[config.mk]
export PLATFORM = sky130hd
export DESIGN_NAME = cep_exception_unit
export DESIGN_NICKNAME = d
export VERILOG_FILES = /design/src/cep_pkg.sv /design/src/cep_prio_encoder.sv /design/src/cep_exception_unit.sv
export VERILOG_INCLUDE_DIRS = /design/src
export SDC_FILE = /design/constraint.sdc
export NUM_CORES = 1
export LEC_CHECK = 0
export BUFFER_PORTS_ARGS = -buffer_cell sky130_fd_sc_hd__buf_2
export CORE_ASPECT_RATIO = 0.6
export CORE_MARGIN = 2
export CORE_UTILIZATION = 30
export DETAILED_ROUTE_END_ITERATION = 10
export PLACE_DENSITY = 0.58
export SLEW_MARGIN = 20
export SYNTH_ARGS = -nofsm -noshare
export SYNTH_HDL_FRONTEND = slang
export SYNTH_HIERARCHICAL = 1
export SYNTH_SLANG_ARGS = --single-unit
[constraint.sdc]
create_clock -name mclk_i -period 0.8 [get_ports mclk_i]
set_input_delay 0.04 -clock mclk_i [delete_from_list [all_inputs] [get_ports mclk_i]]
set_output_delay 0.04 -clock mclk_i [all_outputs]
set_load 0.05 [all_outputs]
[src/cep_params.svh]
`ifndef CEP_PARAMS_SVH
`define CEP_PARAMS_SVH

// ****************************************************************
// cause vector shape
// ****************************************************************
`define CEP_NUM_CAUSES 21
`define CEP_CAUSE_W 5

// ****************************************************************
// default widths of the request ports
// ****************************************************************
`define CEP_IRQ_W 8
`define CEP_COP_N 4
`define CEP_COP_SEL_W 2

// ****************************************************************
// reset values
// ****************************************************************
`define CEP_RESET_PEND_INIT 1'b1
`define CEP_SYNC_INIT 1'b0

`endif

[src/cep_pkg.sv]
`default_nettype none

`include "cep_params.svh"

package cep_pkg;

  // ****************************************************************
  // exception causes, numbered in order of priority (0 wins)
  // ****************************************************************
  typedef enum logic [`CEP_CAUSE_W-1:0] {
    ec_reset = 5'h00,
    ec_debug_step = 5'h01,
    ec_debug_irq = 5'h02,
    ec_nmi = 5'h03,
    ec_irq = 5'h04,
    ec_instr_break_match = 5'h05,
    ec_addr_err_fetch = 5'h06,
    ec_fetch_bus_fault = 5'h07,
    ec_sw_debug_bkpt = 5'h08,
    ec_kernel_call = 5'h09,
    ec_breakpoint = 5'h0a,
    ec_reserved_opcode = 5'h0b,
    ec_cop_unusable = 5'h0c,
    ec_ext_op_disabled = 5'h0d,
    ec_arith_wrap = 5'h0e,
    ec_cond_check_fail = 5'h0f,
    ec_store_data_break = 5'h10,
    ec_addr_err_load = 5'h11,
    ec_addr_err_store = 5'h12,
    ec_data_bus_fault = 5'h13,
    ec_load_data_break = 5'h14
  } cep_cause_t;

  // ****************************************************************
  // core operating mode
  // ****************************************************************
  typedef enum logic [2:0] {
    st_run = 3'b001,
    st_debug = 3'b010,
    st_sleep = 3'b100
  } cep_mode_t;

endpackage

`default_nettype wire

[src/cep_prio_encoder.sv]
`default_nettype none

module cep_prio_encoder #(
  parameter int N = 21,
  parameter int W = 5
) (
  input wire logic [N-1:0] req_i, // pending causes, bit 0 highest
  output logic valid_o, // any request pending
  output logic [W-1:0] index_o // index of the winning request
);

  // ****************************************************************
  // fixed-order search, lowest index wins
  // ****************************************************************
  always_comb
  begin
    valid_o = 1'b0;
    index_o = '0;
    for (int i = N - 1; i >= 0; i--)
    begin
      if (req_i[i])
      begin
        valid_o = 1'b1;
        index_o = W'(i);
      end
    end
  end

endmodule // cep_prio_encoder

`default_nettype wire

[src/cep_exception_unit.sv]
`default_nettype none

`include "cep_params.svh"

module cep_exception_unit #(
  parameter int IRQ_W = `CEP_IRQ_W,
  parameter int COP_N = `CEP_COP_N
) (
  input wire logic mclk_i, // core clock
  input wire logic reset_n_i, // async reset, active low
  input wire logic master_clear_pin_n_i, // master clear, active low
  input wire logic por_i, // power-on reset event
  input wire logic debug_single_step_i, // single-step debugging active
  input wire logic ext_debug_irq_pin_i, // external debug interrupt
  input wire logic debug_break_req_bit_i, // break-request bit of debug_ctrl_reg
  input wire logic nmi_i, // non-maskable interrupt
  input wire logic [IRQ_W-1:0] irq_req_i, // hw and sw interrupt requests
  input wire logic [IRQ_W-1:0] irq_en_i, // per-request enable
  input wire logic irq_global_en_i, // global interrupt enable
  input wire logic instr_break_match_i, // instruction breakpoint hit
  input wire logic fetch_misalign_i, // fetch address misaligned
  input wire logic fetch_protect_i, // fetch to protected address
  input wire logic fetch_bus_fault_i, // bus error on fetch
  input wire logic sw_debug_bkpt_instr_i, // software debug breakpoint executed
  input wire logic kernel_call_instr_i, // kernel call executed
  input wire logic break_instr_i, // break instruction executed
  input wire logic reserved_opcode_i, // reserved encoding decoded
  input wire logic cop_instr_i, // coprocessor instruction executed
  input wire logic [`CEP_COP_SEL_W-1:0] cop_sel_i, // targeted coprocessor
  input wire logic [COP_N-1:0] cop_en_i, // coprocessor enables
  input wire logic ext_op_instr_i, // extension instruction executed
  input wire logic ext_op_en_i, // extension facility enabled
  input wire logic arith_wrap_i, // arithmetic overflow
  input wire logic trap_instr_i, // trap instruction executed
  input wire logic trap_cond_i, // trap condition true
  input wire logic data_addr_match_i, // data breakpoint address hit
  input wire logic data_value_mode_i, // data breakpoint also compares value
  input wire logic data_value_match_i, // data breakpoint value hit
  input wire logic load_i, // load in progress
  input wire logic store_i, // store in progress
  input wire logic data_misalign_i, // data address misaligned
  input wire logic data_protect_i, // data address protected
  input wire logic data_bus_fault_i, // bus error on load or store
  input wire logic load_data_valid_i, // load data returned
  input wire logic debug_return_instr_i, // debug return executed
  input wire logic wait_instr_i, // wait instruction executed
  output logic exc_valid_o, // exception taken this cycle
  output cep_pkg::cep_cause_t exc_code_o, // cause of the taken exception
  output logic exc_debug_o, // taken exception is a debug one
  output logic debug_mode_o, // core in debug mode
  output logic power_down_o // core in power-down mode
);

  // ****************************************************************
  // reset release
  // ****************************************************************
  logic rst_meta_reg;
  logic rst_sync_reg;

  always_ff @(posedge mclk_i or negedge reset_n_i)
  begin
    if (!reset_n_i)
    begin
      rst_meta_reg <= `CEP_SYNC_INIT;
      rst_sync_reg <= `CEP_SYNC_INIT;
    end
    else
    begin
      rst_meta_reg <= 1'b1;
      rst_sync_reg <= rst_meta_reg;
    end
  end

  // ****************************************************************
  // helpers
  // ****************************************************************
  function automatic logic is_debug_cause(input cep_pkg::cep_cause_t c);
    is_debug_cause = (c == cep_pkg::ec_debug_step) || (c == cep_pkg::ec_debug_irq) ||
                     (c == cep_pkg::ec_instr_break_match) ||
                     (c == cep_pkg::ec_sw_debug_bkpt) ||
                     (c == cep_pkg::ec_store_data_break) ||
                     (c == cep_pkg::ec_load_data_break);
  endfunction

  // ****************************************************************
  // cause collection
  // ****************************************************************
  cep_pkg::cep_mode_t mode_reg;
  cep_pkg::cep_mode_t mode_next;
  logic reset_pend_reg;
  logic in_debug;
  logic irq_pend;
  logic [`CEP_NUM_CAUSES-1:0] cause_vec;
  logic win_valid;
  logic [`CEP_CAUSE_W-1:0] win_index;
  cep_pkg::cep_cause_t win_code;

  assign in_debug = (mode_reg == cep_pkg::st_debug);
  // interrupts and async debug events are held off inside the debug handler
  assign irq_pend = irq_global_en_i && |(irq_req_i & irq_en_i);

  always_comb
  begin
    cause_vec = '0;
    cause_vec[cep_pkg::ec_reset] = reset_pend_reg || !master_clear_pin_n_i || por_i;
    cause_vec[cep_pkg::ec_debug_step] = debug_single_step_i && !in_debug;
    cause_vec[cep_pkg::ec_debug_irq] = (ext_debug_irq_pin_i || debug_break_req_bit_i) &&
                                       !in_debug;
    cause_vec[cep_pkg::ec_nmi] = nmi_i && !in_debug;
    cause_vec[cep_pkg::ec_irq] = irq_pend && !in_debug;
    cause_vec[cep_pkg::ec_instr_break_match] = instr_break_match_i && !in_debug;
    cause_vec[cep_pkg::ec_addr_err_fetch] = fetch_misalign_i || fetch_protect_i;
    cause_vec[cep_pkg::ec_fetch_bus_fault] = fetch_bus_fault_i;
    cause_vec[cep_pkg::ec_sw_debug_bkpt] = sw_debug_bkpt_instr_i;
    cause_vec[cep_pkg::ec_kernel_call] = kernel_call_instr_i;
    cause_vec[cep_pkg::ec_breakpoint] = break_instr_i;
    cause_vec[cep_pkg::ec_reserved_opcode] = reserved_opcode_i;
    cause_vec[cep_pkg::ec_cop_unusable] = cop_instr_i && !cop_en_i[cop_sel_i];
    cause_vec[cep_pkg::ec_ext_op_disabled] = ext_op_instr_i && !ext_op_en_i;
    cause_vec[cep_pkg::ec_arith_wrap] = arith_wrap_i;
    cause_vec[cep_pkg::ec_cond_check_fail] = trap_instr_i && trap_cond_i;
    cause_vec[cep_pkg::ec_store_data_break] = data_addr_match_i && !in_debug &&
      (load_i || store_i) &&
      (!data_value_mode_i || (store_i && data_value_match_i));
    cause_vec[cep_pkg::ec_addr_err_load] = load_i && (data_misalign_i || data_protect_i);
    cause_vec[cep_pkg::ec_addr_err_store] = store_i &&
                                            (data_misalign_i || data_protect_i);
    cause_vec[cep_pkg::ec_data_bus_fault] = data_bus_fault_i && (load_i || store_i);
    cause_vec[cep_pkg::ec_load_data_break] = data_addr_match_i && data_value_mode_i &&
      load_i && load_data_valid_i && data_value_match_i && !in_debug;
  end

  // ****************************************************************
  // fixed priority selection
  // ****************************************************************
  cep_prio_encoder #(
    .N(`CEP_NUM_CAUSES),
    .W(`CEP_CAUSE_W)
  ) u_prio (
    .req_i(cause_vec),
    .valid_o(win_valid),
    .index_o(win_index)
  );

  assign win_code = cep_pkg::cep_cause_t'(win_index);

  // ****************************************************************
  // reset exception pending after release
  // ****************************************************************
  always_ff @(posedge mclk_i or negedge rst_sync_reg)
  begin
    if (!rst_sync_reg)
      reset_pend_reg <= `CEP_RESET_PEND_INIT;
    else
      reset_pend_reg <= 1'b0;
  end

  // ****************************************************************
  // mode machine
  // ****************************************************************
  always_comb
  begin
    mode_next = mode_reg;
    unique case (mode_reg)
      cep_pkg::st_run:
      begin
        if (win_valid && is_debug_cause(win_code))
          mode_next = cep_pkg::st_debug;
        else if (!win_valid && wait_instr_i)
          mode_next = cep_pkg::st_sleep;
      end
      cep_pkg::st_debug:
      begin
        if (debug_return_instr_i)
          mode_next = cep_pkg::st_run;
      end
      cep_pkg::st_sleep:
      begin
        if (win_valid)
          mode_next = is_debug_cause(win_code) ? cep_pkg::st_debug : cep_pkg::st_run;
      end
      default:
        mode_next = cep_pkg::st_run;
    endcase
    if (win_valid && (win_code == cep_pkg::ec_reset))
      mode_next = cep_pkg::st_run;
  end

  always_ff @(posedge mclk_i or negedge rst_sync_reg)
  begin
    if (!rst_sync_reg)
      mode_reg <= cep_pkg::st_run;
    else
      mode_reg <= mode_next;
  end

  // ****************************************************************
  // registered outputs
  // ****************************************************************
  always_ff @(posedge mclk_i or negedge rst_sync_reg)
  begin
    if (!rst_sync_reg)
    begin
      exc_valid_o <= 1'b0;
      exc_code_o <= cep_pkg::ec_reset;
      exc_debug_o <= 1'b0;
    end
    else
    begin
      exc_valid_o <= win_valid;
      exc_code_o <= win_code;
      exc_debug_o <= win_valid && is_debug_cause(win_code);
    end
  end

  always_ff @(posedge mclk_i or negedge rst_sync_reg)
  begin
    if (!rst_sync_reg)
    begin
      debug_mode_o <= 1'b0;
      power_down_o <= 1'b0;
    end
    else
    begin
      debug_mode_o <= (mode_next == cep_pkg::st_debug);
      power_down_o <= (mode_next == cep_pkg::st_sleep);
    end
  end
endmodule // cep_exception_unit

`default_nettype wire

==> metrics.md <==
| Metric | Value |
|---|---|
| Slew @ Worst Pin | `between 500 and 600 ps` |
| TritonCTS clock tree | `built` |
| Reg clk slew, reported paths | `about 60 ps` |
| Avg WL per Cell | `between 10 and 15 um` |
| Synth area leader | `dfrtp_1` |
| Post-synth top cells | `nor2_1 (15), dfrtp_1 (13), and2_1 (6), nor4_1 (6)` |
| Crit path cell chain | `nor2_4, buf_4, and2_4, nor2_4, nor4_4, buf_4, nand2_2, nor2_4, nor4b_2, or4_4, nand3_4, o22ai_1` |
| Pwr Density | `just under 1000 nW/um2` |
| Most Crowded Layer GR | `met2` |
| Max-slew violation count | `0` |
| Top cells by area, synth | `dfrtp_1 (34%), nor2_1 (5.8%), dfstp_2 (5.4%)` |
| Seq pwr share | `38.4%` |
| Total number of vias | `1,337` |
| I/O Pins | `65` |
| Port bufs | `64` |
| Final Non-Filler Cells | `268` |
| Fmax | `approximately 390 MHz` |
| Max FO, Critical Path | `4` |
| Final clock skew | `5.55 ps` |
| CP peak stage delay | `between 500 and 600 ps` |
| First DRT Iteration DRCs | `56` |
| Final Hold Vio Count | `0` |
| RSZ-0062 raised after global routing | `true` |
| Syn Inst Count | `110` |
| Met2 usage | `a little over two fifths` |
| Pre-CTS setup slack | `-1830 ps` |
| Switching Share | `around 29%` |
| Clk Latency, worst-skew pair | `250 ps` |
| Failing checks | `setup timing` |
| ANT cells | `0` |
| First-pass GRT wire length | `6180 um` |
| CP Launch Type | `flip-flop` |
| CTS Buf Count | `3` |
| Post-synth EDFFs | `0` |
| Routability congestion estimate | `approximately 0.8` |
| Met1 Use GR | `between 20% and 30%` |
| Die Wd | `77.4 um` |
| Max FFs per register | `5` |
| CP Buf/Inv Count | `2` |
| Post-Syn Nets | `roughly 170` |
| HPWL Detailed | `about 2700 um` |
| Inst Count DP | `between 200 and 250` |
| DRC | `0` |
| Die H | `48.0 um` |
| Antenna Violating Nets Remaining | `0` |
| M3 GR Usage | `between 3 and 4%` |
| Core area | `just under 3000 um2` |
| Total internal power | `roughly 1.5 mW` |
| Post-Syn Area | `~970 um2` |
| Status | `finished with violations` |
| Synthesis-to-layout area growth | `119%` |
| Fin crit share | `323%` |
| Ys async rst share | `between 90% and 100%` |
| Element type at the critical path end | `flip-flop` |
| Shortest period the worst path allows | `~2600 ps` |
| Die area | `around 3700 um2` |
| Sw Pwr | `0.593 mW` |
| #FFs+latches synth | `15` |
| Root buffer cell | `clkbuf_8` |
| TritonRoute pass-1 iters | `4` |
| Drt via density | `4.99` |
| Peak supply drop | `around 0.00061 V` |
| Lkg Pwr | `1.03 nW` |
| Synth cell types | `38` |
| Wirelength, routed | `approximately 4000 um` |
| Worst Hold Class | `input pin to async pin` |
| Crit path DAT | `approximately 2700 ps` |
| Sequential area share after synthesis | `between 30% and 40%` |
| Critical path required time | `roughly 930 ps` |
| Clock sink count | `15` |
| Slack of the critical path | `-1780 ps` |
| Share of the synthesized area in the top cell type | `~34%` |
| Most frequent CP cell | `nor2_4` |
| Largest net degree at the start of global routing | `14` |
| CP top delay family | `simple AND/OR/NAND/NOR gates` |
| Total grt overflow | `0` |
| Layout cells sized above 1 | `around 70%` |
| Logic gate share of total power | `between 30% and 40%` |
| Relative slew slack | `between 60 and 70%` |
| Mapped Avg Cell Area | `8.82 um2` |
| # rows | `15` |
| Vias in the first global route | `between 1,000 and 1,500` |
| Initial Util | `around a third` |
| Htree depth | `1` |
| Top_reg_cell synth | `dfrtp_1` |
| Most frequent cell after synthesis | `nor2_1` |
| Clock share of power | `a little under 30%` |
| CP Class | `flip-flop to flip-flop` |
| Final number of setup-violating endpoints | `21` |
| Max cap viols | `0` |
| All-layer global routing usage | `21.8%` |
| CTS max path bufs | `2` |
| YS warnings | `6` |
| Initial antenna violation count | `0` |
| Nets@finish | `roughly 280` |
| Slowest CP cell | `or4_4` |
-- worst paths after layout --
| path | cells past startpoint | slack, ps | to | start |
|---|---|---|---|---|
| worst max register to register | 12 | -1780 | debug_mode_o | mode_reg[2] |
| worst min-delay path | 2 | 120 | rst_meta_reg | reset_n_i |
| worst min register to register | 1 | 160 | debug_mode_o | rst_sync_reg |
| max in group asynchronous | 1 | 400 | mode_reg[0] | rst_sync_reg |
| worst max-delay path | 12 | -1780 | debug_mode_o | mode_reg[2] |
| min in group mclk_i | 3 | 150 | power_down_o | wait_instr_i |
-- cell families after synthesis --
group	after synthesis	synth area share [%]
multiplexers	1	2.32
flip-flops	15	39.0
AND/OR/NAND/NOR	60	36.0
AO/OA/AOI/OAI	26	19.1
other	2	0.774
buffers and inverters	5	1.94
XOR/XNOR	1	0.903
-- power groups by stage --
stage / registers (mW) / logic (mW) / clock network, mW
CTS: 0.793 / 0.632 / 0.627
global route: 0.796 / 0.719 / 0.663
detailed placement: 0.802 / 0.514 / 0
floorplan: 0.847 / 0.190 / 0
global placement: 0.802 / 0.502 / 0
finish: 0.794 / 0.668 / 0.608
-- area by class of cell --
cell class | count | area, um2
clock buffers | 3 | 41.3
clock inverters | 1 | 5.00
inverters | 5 | 18.8
flip-flops and latches | 15 | 378
fillers | 220 | 840
repair buffers | 112 | 800
multi-input cells | 90 | 831
well taps | 42 | 52.6
-- what timing repair did --
action	CTS	global route
gates resized for setup	71	9
pin swaps	24	13
endpoints found under the setup margin	21	21
hold buffers	1	0
buffers inserted	11	4
endpoints found under the hold margin	2	0
cloned	0	0
-- per-layer routing --
layer	share of wire, %	routed length, um
met3	4.0	155
met1	43	1690
met4	1.1	44
met5	0	0
met2	52	2020
-- through the flow --
stage          total power, mW  instance area (um2)  setup TNS, ps  hold WS [ps]  util (%)
2_1_floorplan             1.04                 1020         -14040          -256         -
3_3_place_gp              1.30                 1630         -16010          -175      55.0
3_5_place_dp              1.32                 1630         -16760          -175      55.0
4_1_cts                   2.05                 2050         -16090           105      69.3
5_1_grt                   2.18                 2130         -18150           125      71.7
6_report                  2.07                 2130         -17200           123      71.7
-- placed cells by master, fill, tap and decap left out, types with 2 or more instances in the layout --
cell type and count:
a211oi_2 2, clkbuf_8 3, buf_2 55, nand2b_1 3, and2_1 2, nor4_4 3, nand2_4 3, nor3b_1 2
nor2_4 4, nor3_1 2, nor2b_1 5, dfrtp_1 13, a21oi_1 4, o22ai_1 2, nand4_1 2, inv_1 5
buf_6 25, conb_1 2, and2_4 4, nand2_2 2, dfstp_2 2, nor4b_2 2, o21a_1 2, or4_4 2
buf_4 31, nor4_1 3, nor2_1 10, a22oi_1 2, nor3_2 3
-- worst register-to-register path, stage by stage (launching register included) --
cell	delay [ps]
dfrtp_1	410
nor2_4	120
buf_4	120
and2_4	150
nor2_4	60
nor4_4	370
buf_4	180
nand2_2	70
nor2_4	180
nor4b_2	70
or4_4	520
nand3_4	120
o22ai_1	100
No activity file was read; power rests on OpenSTA's default activity.
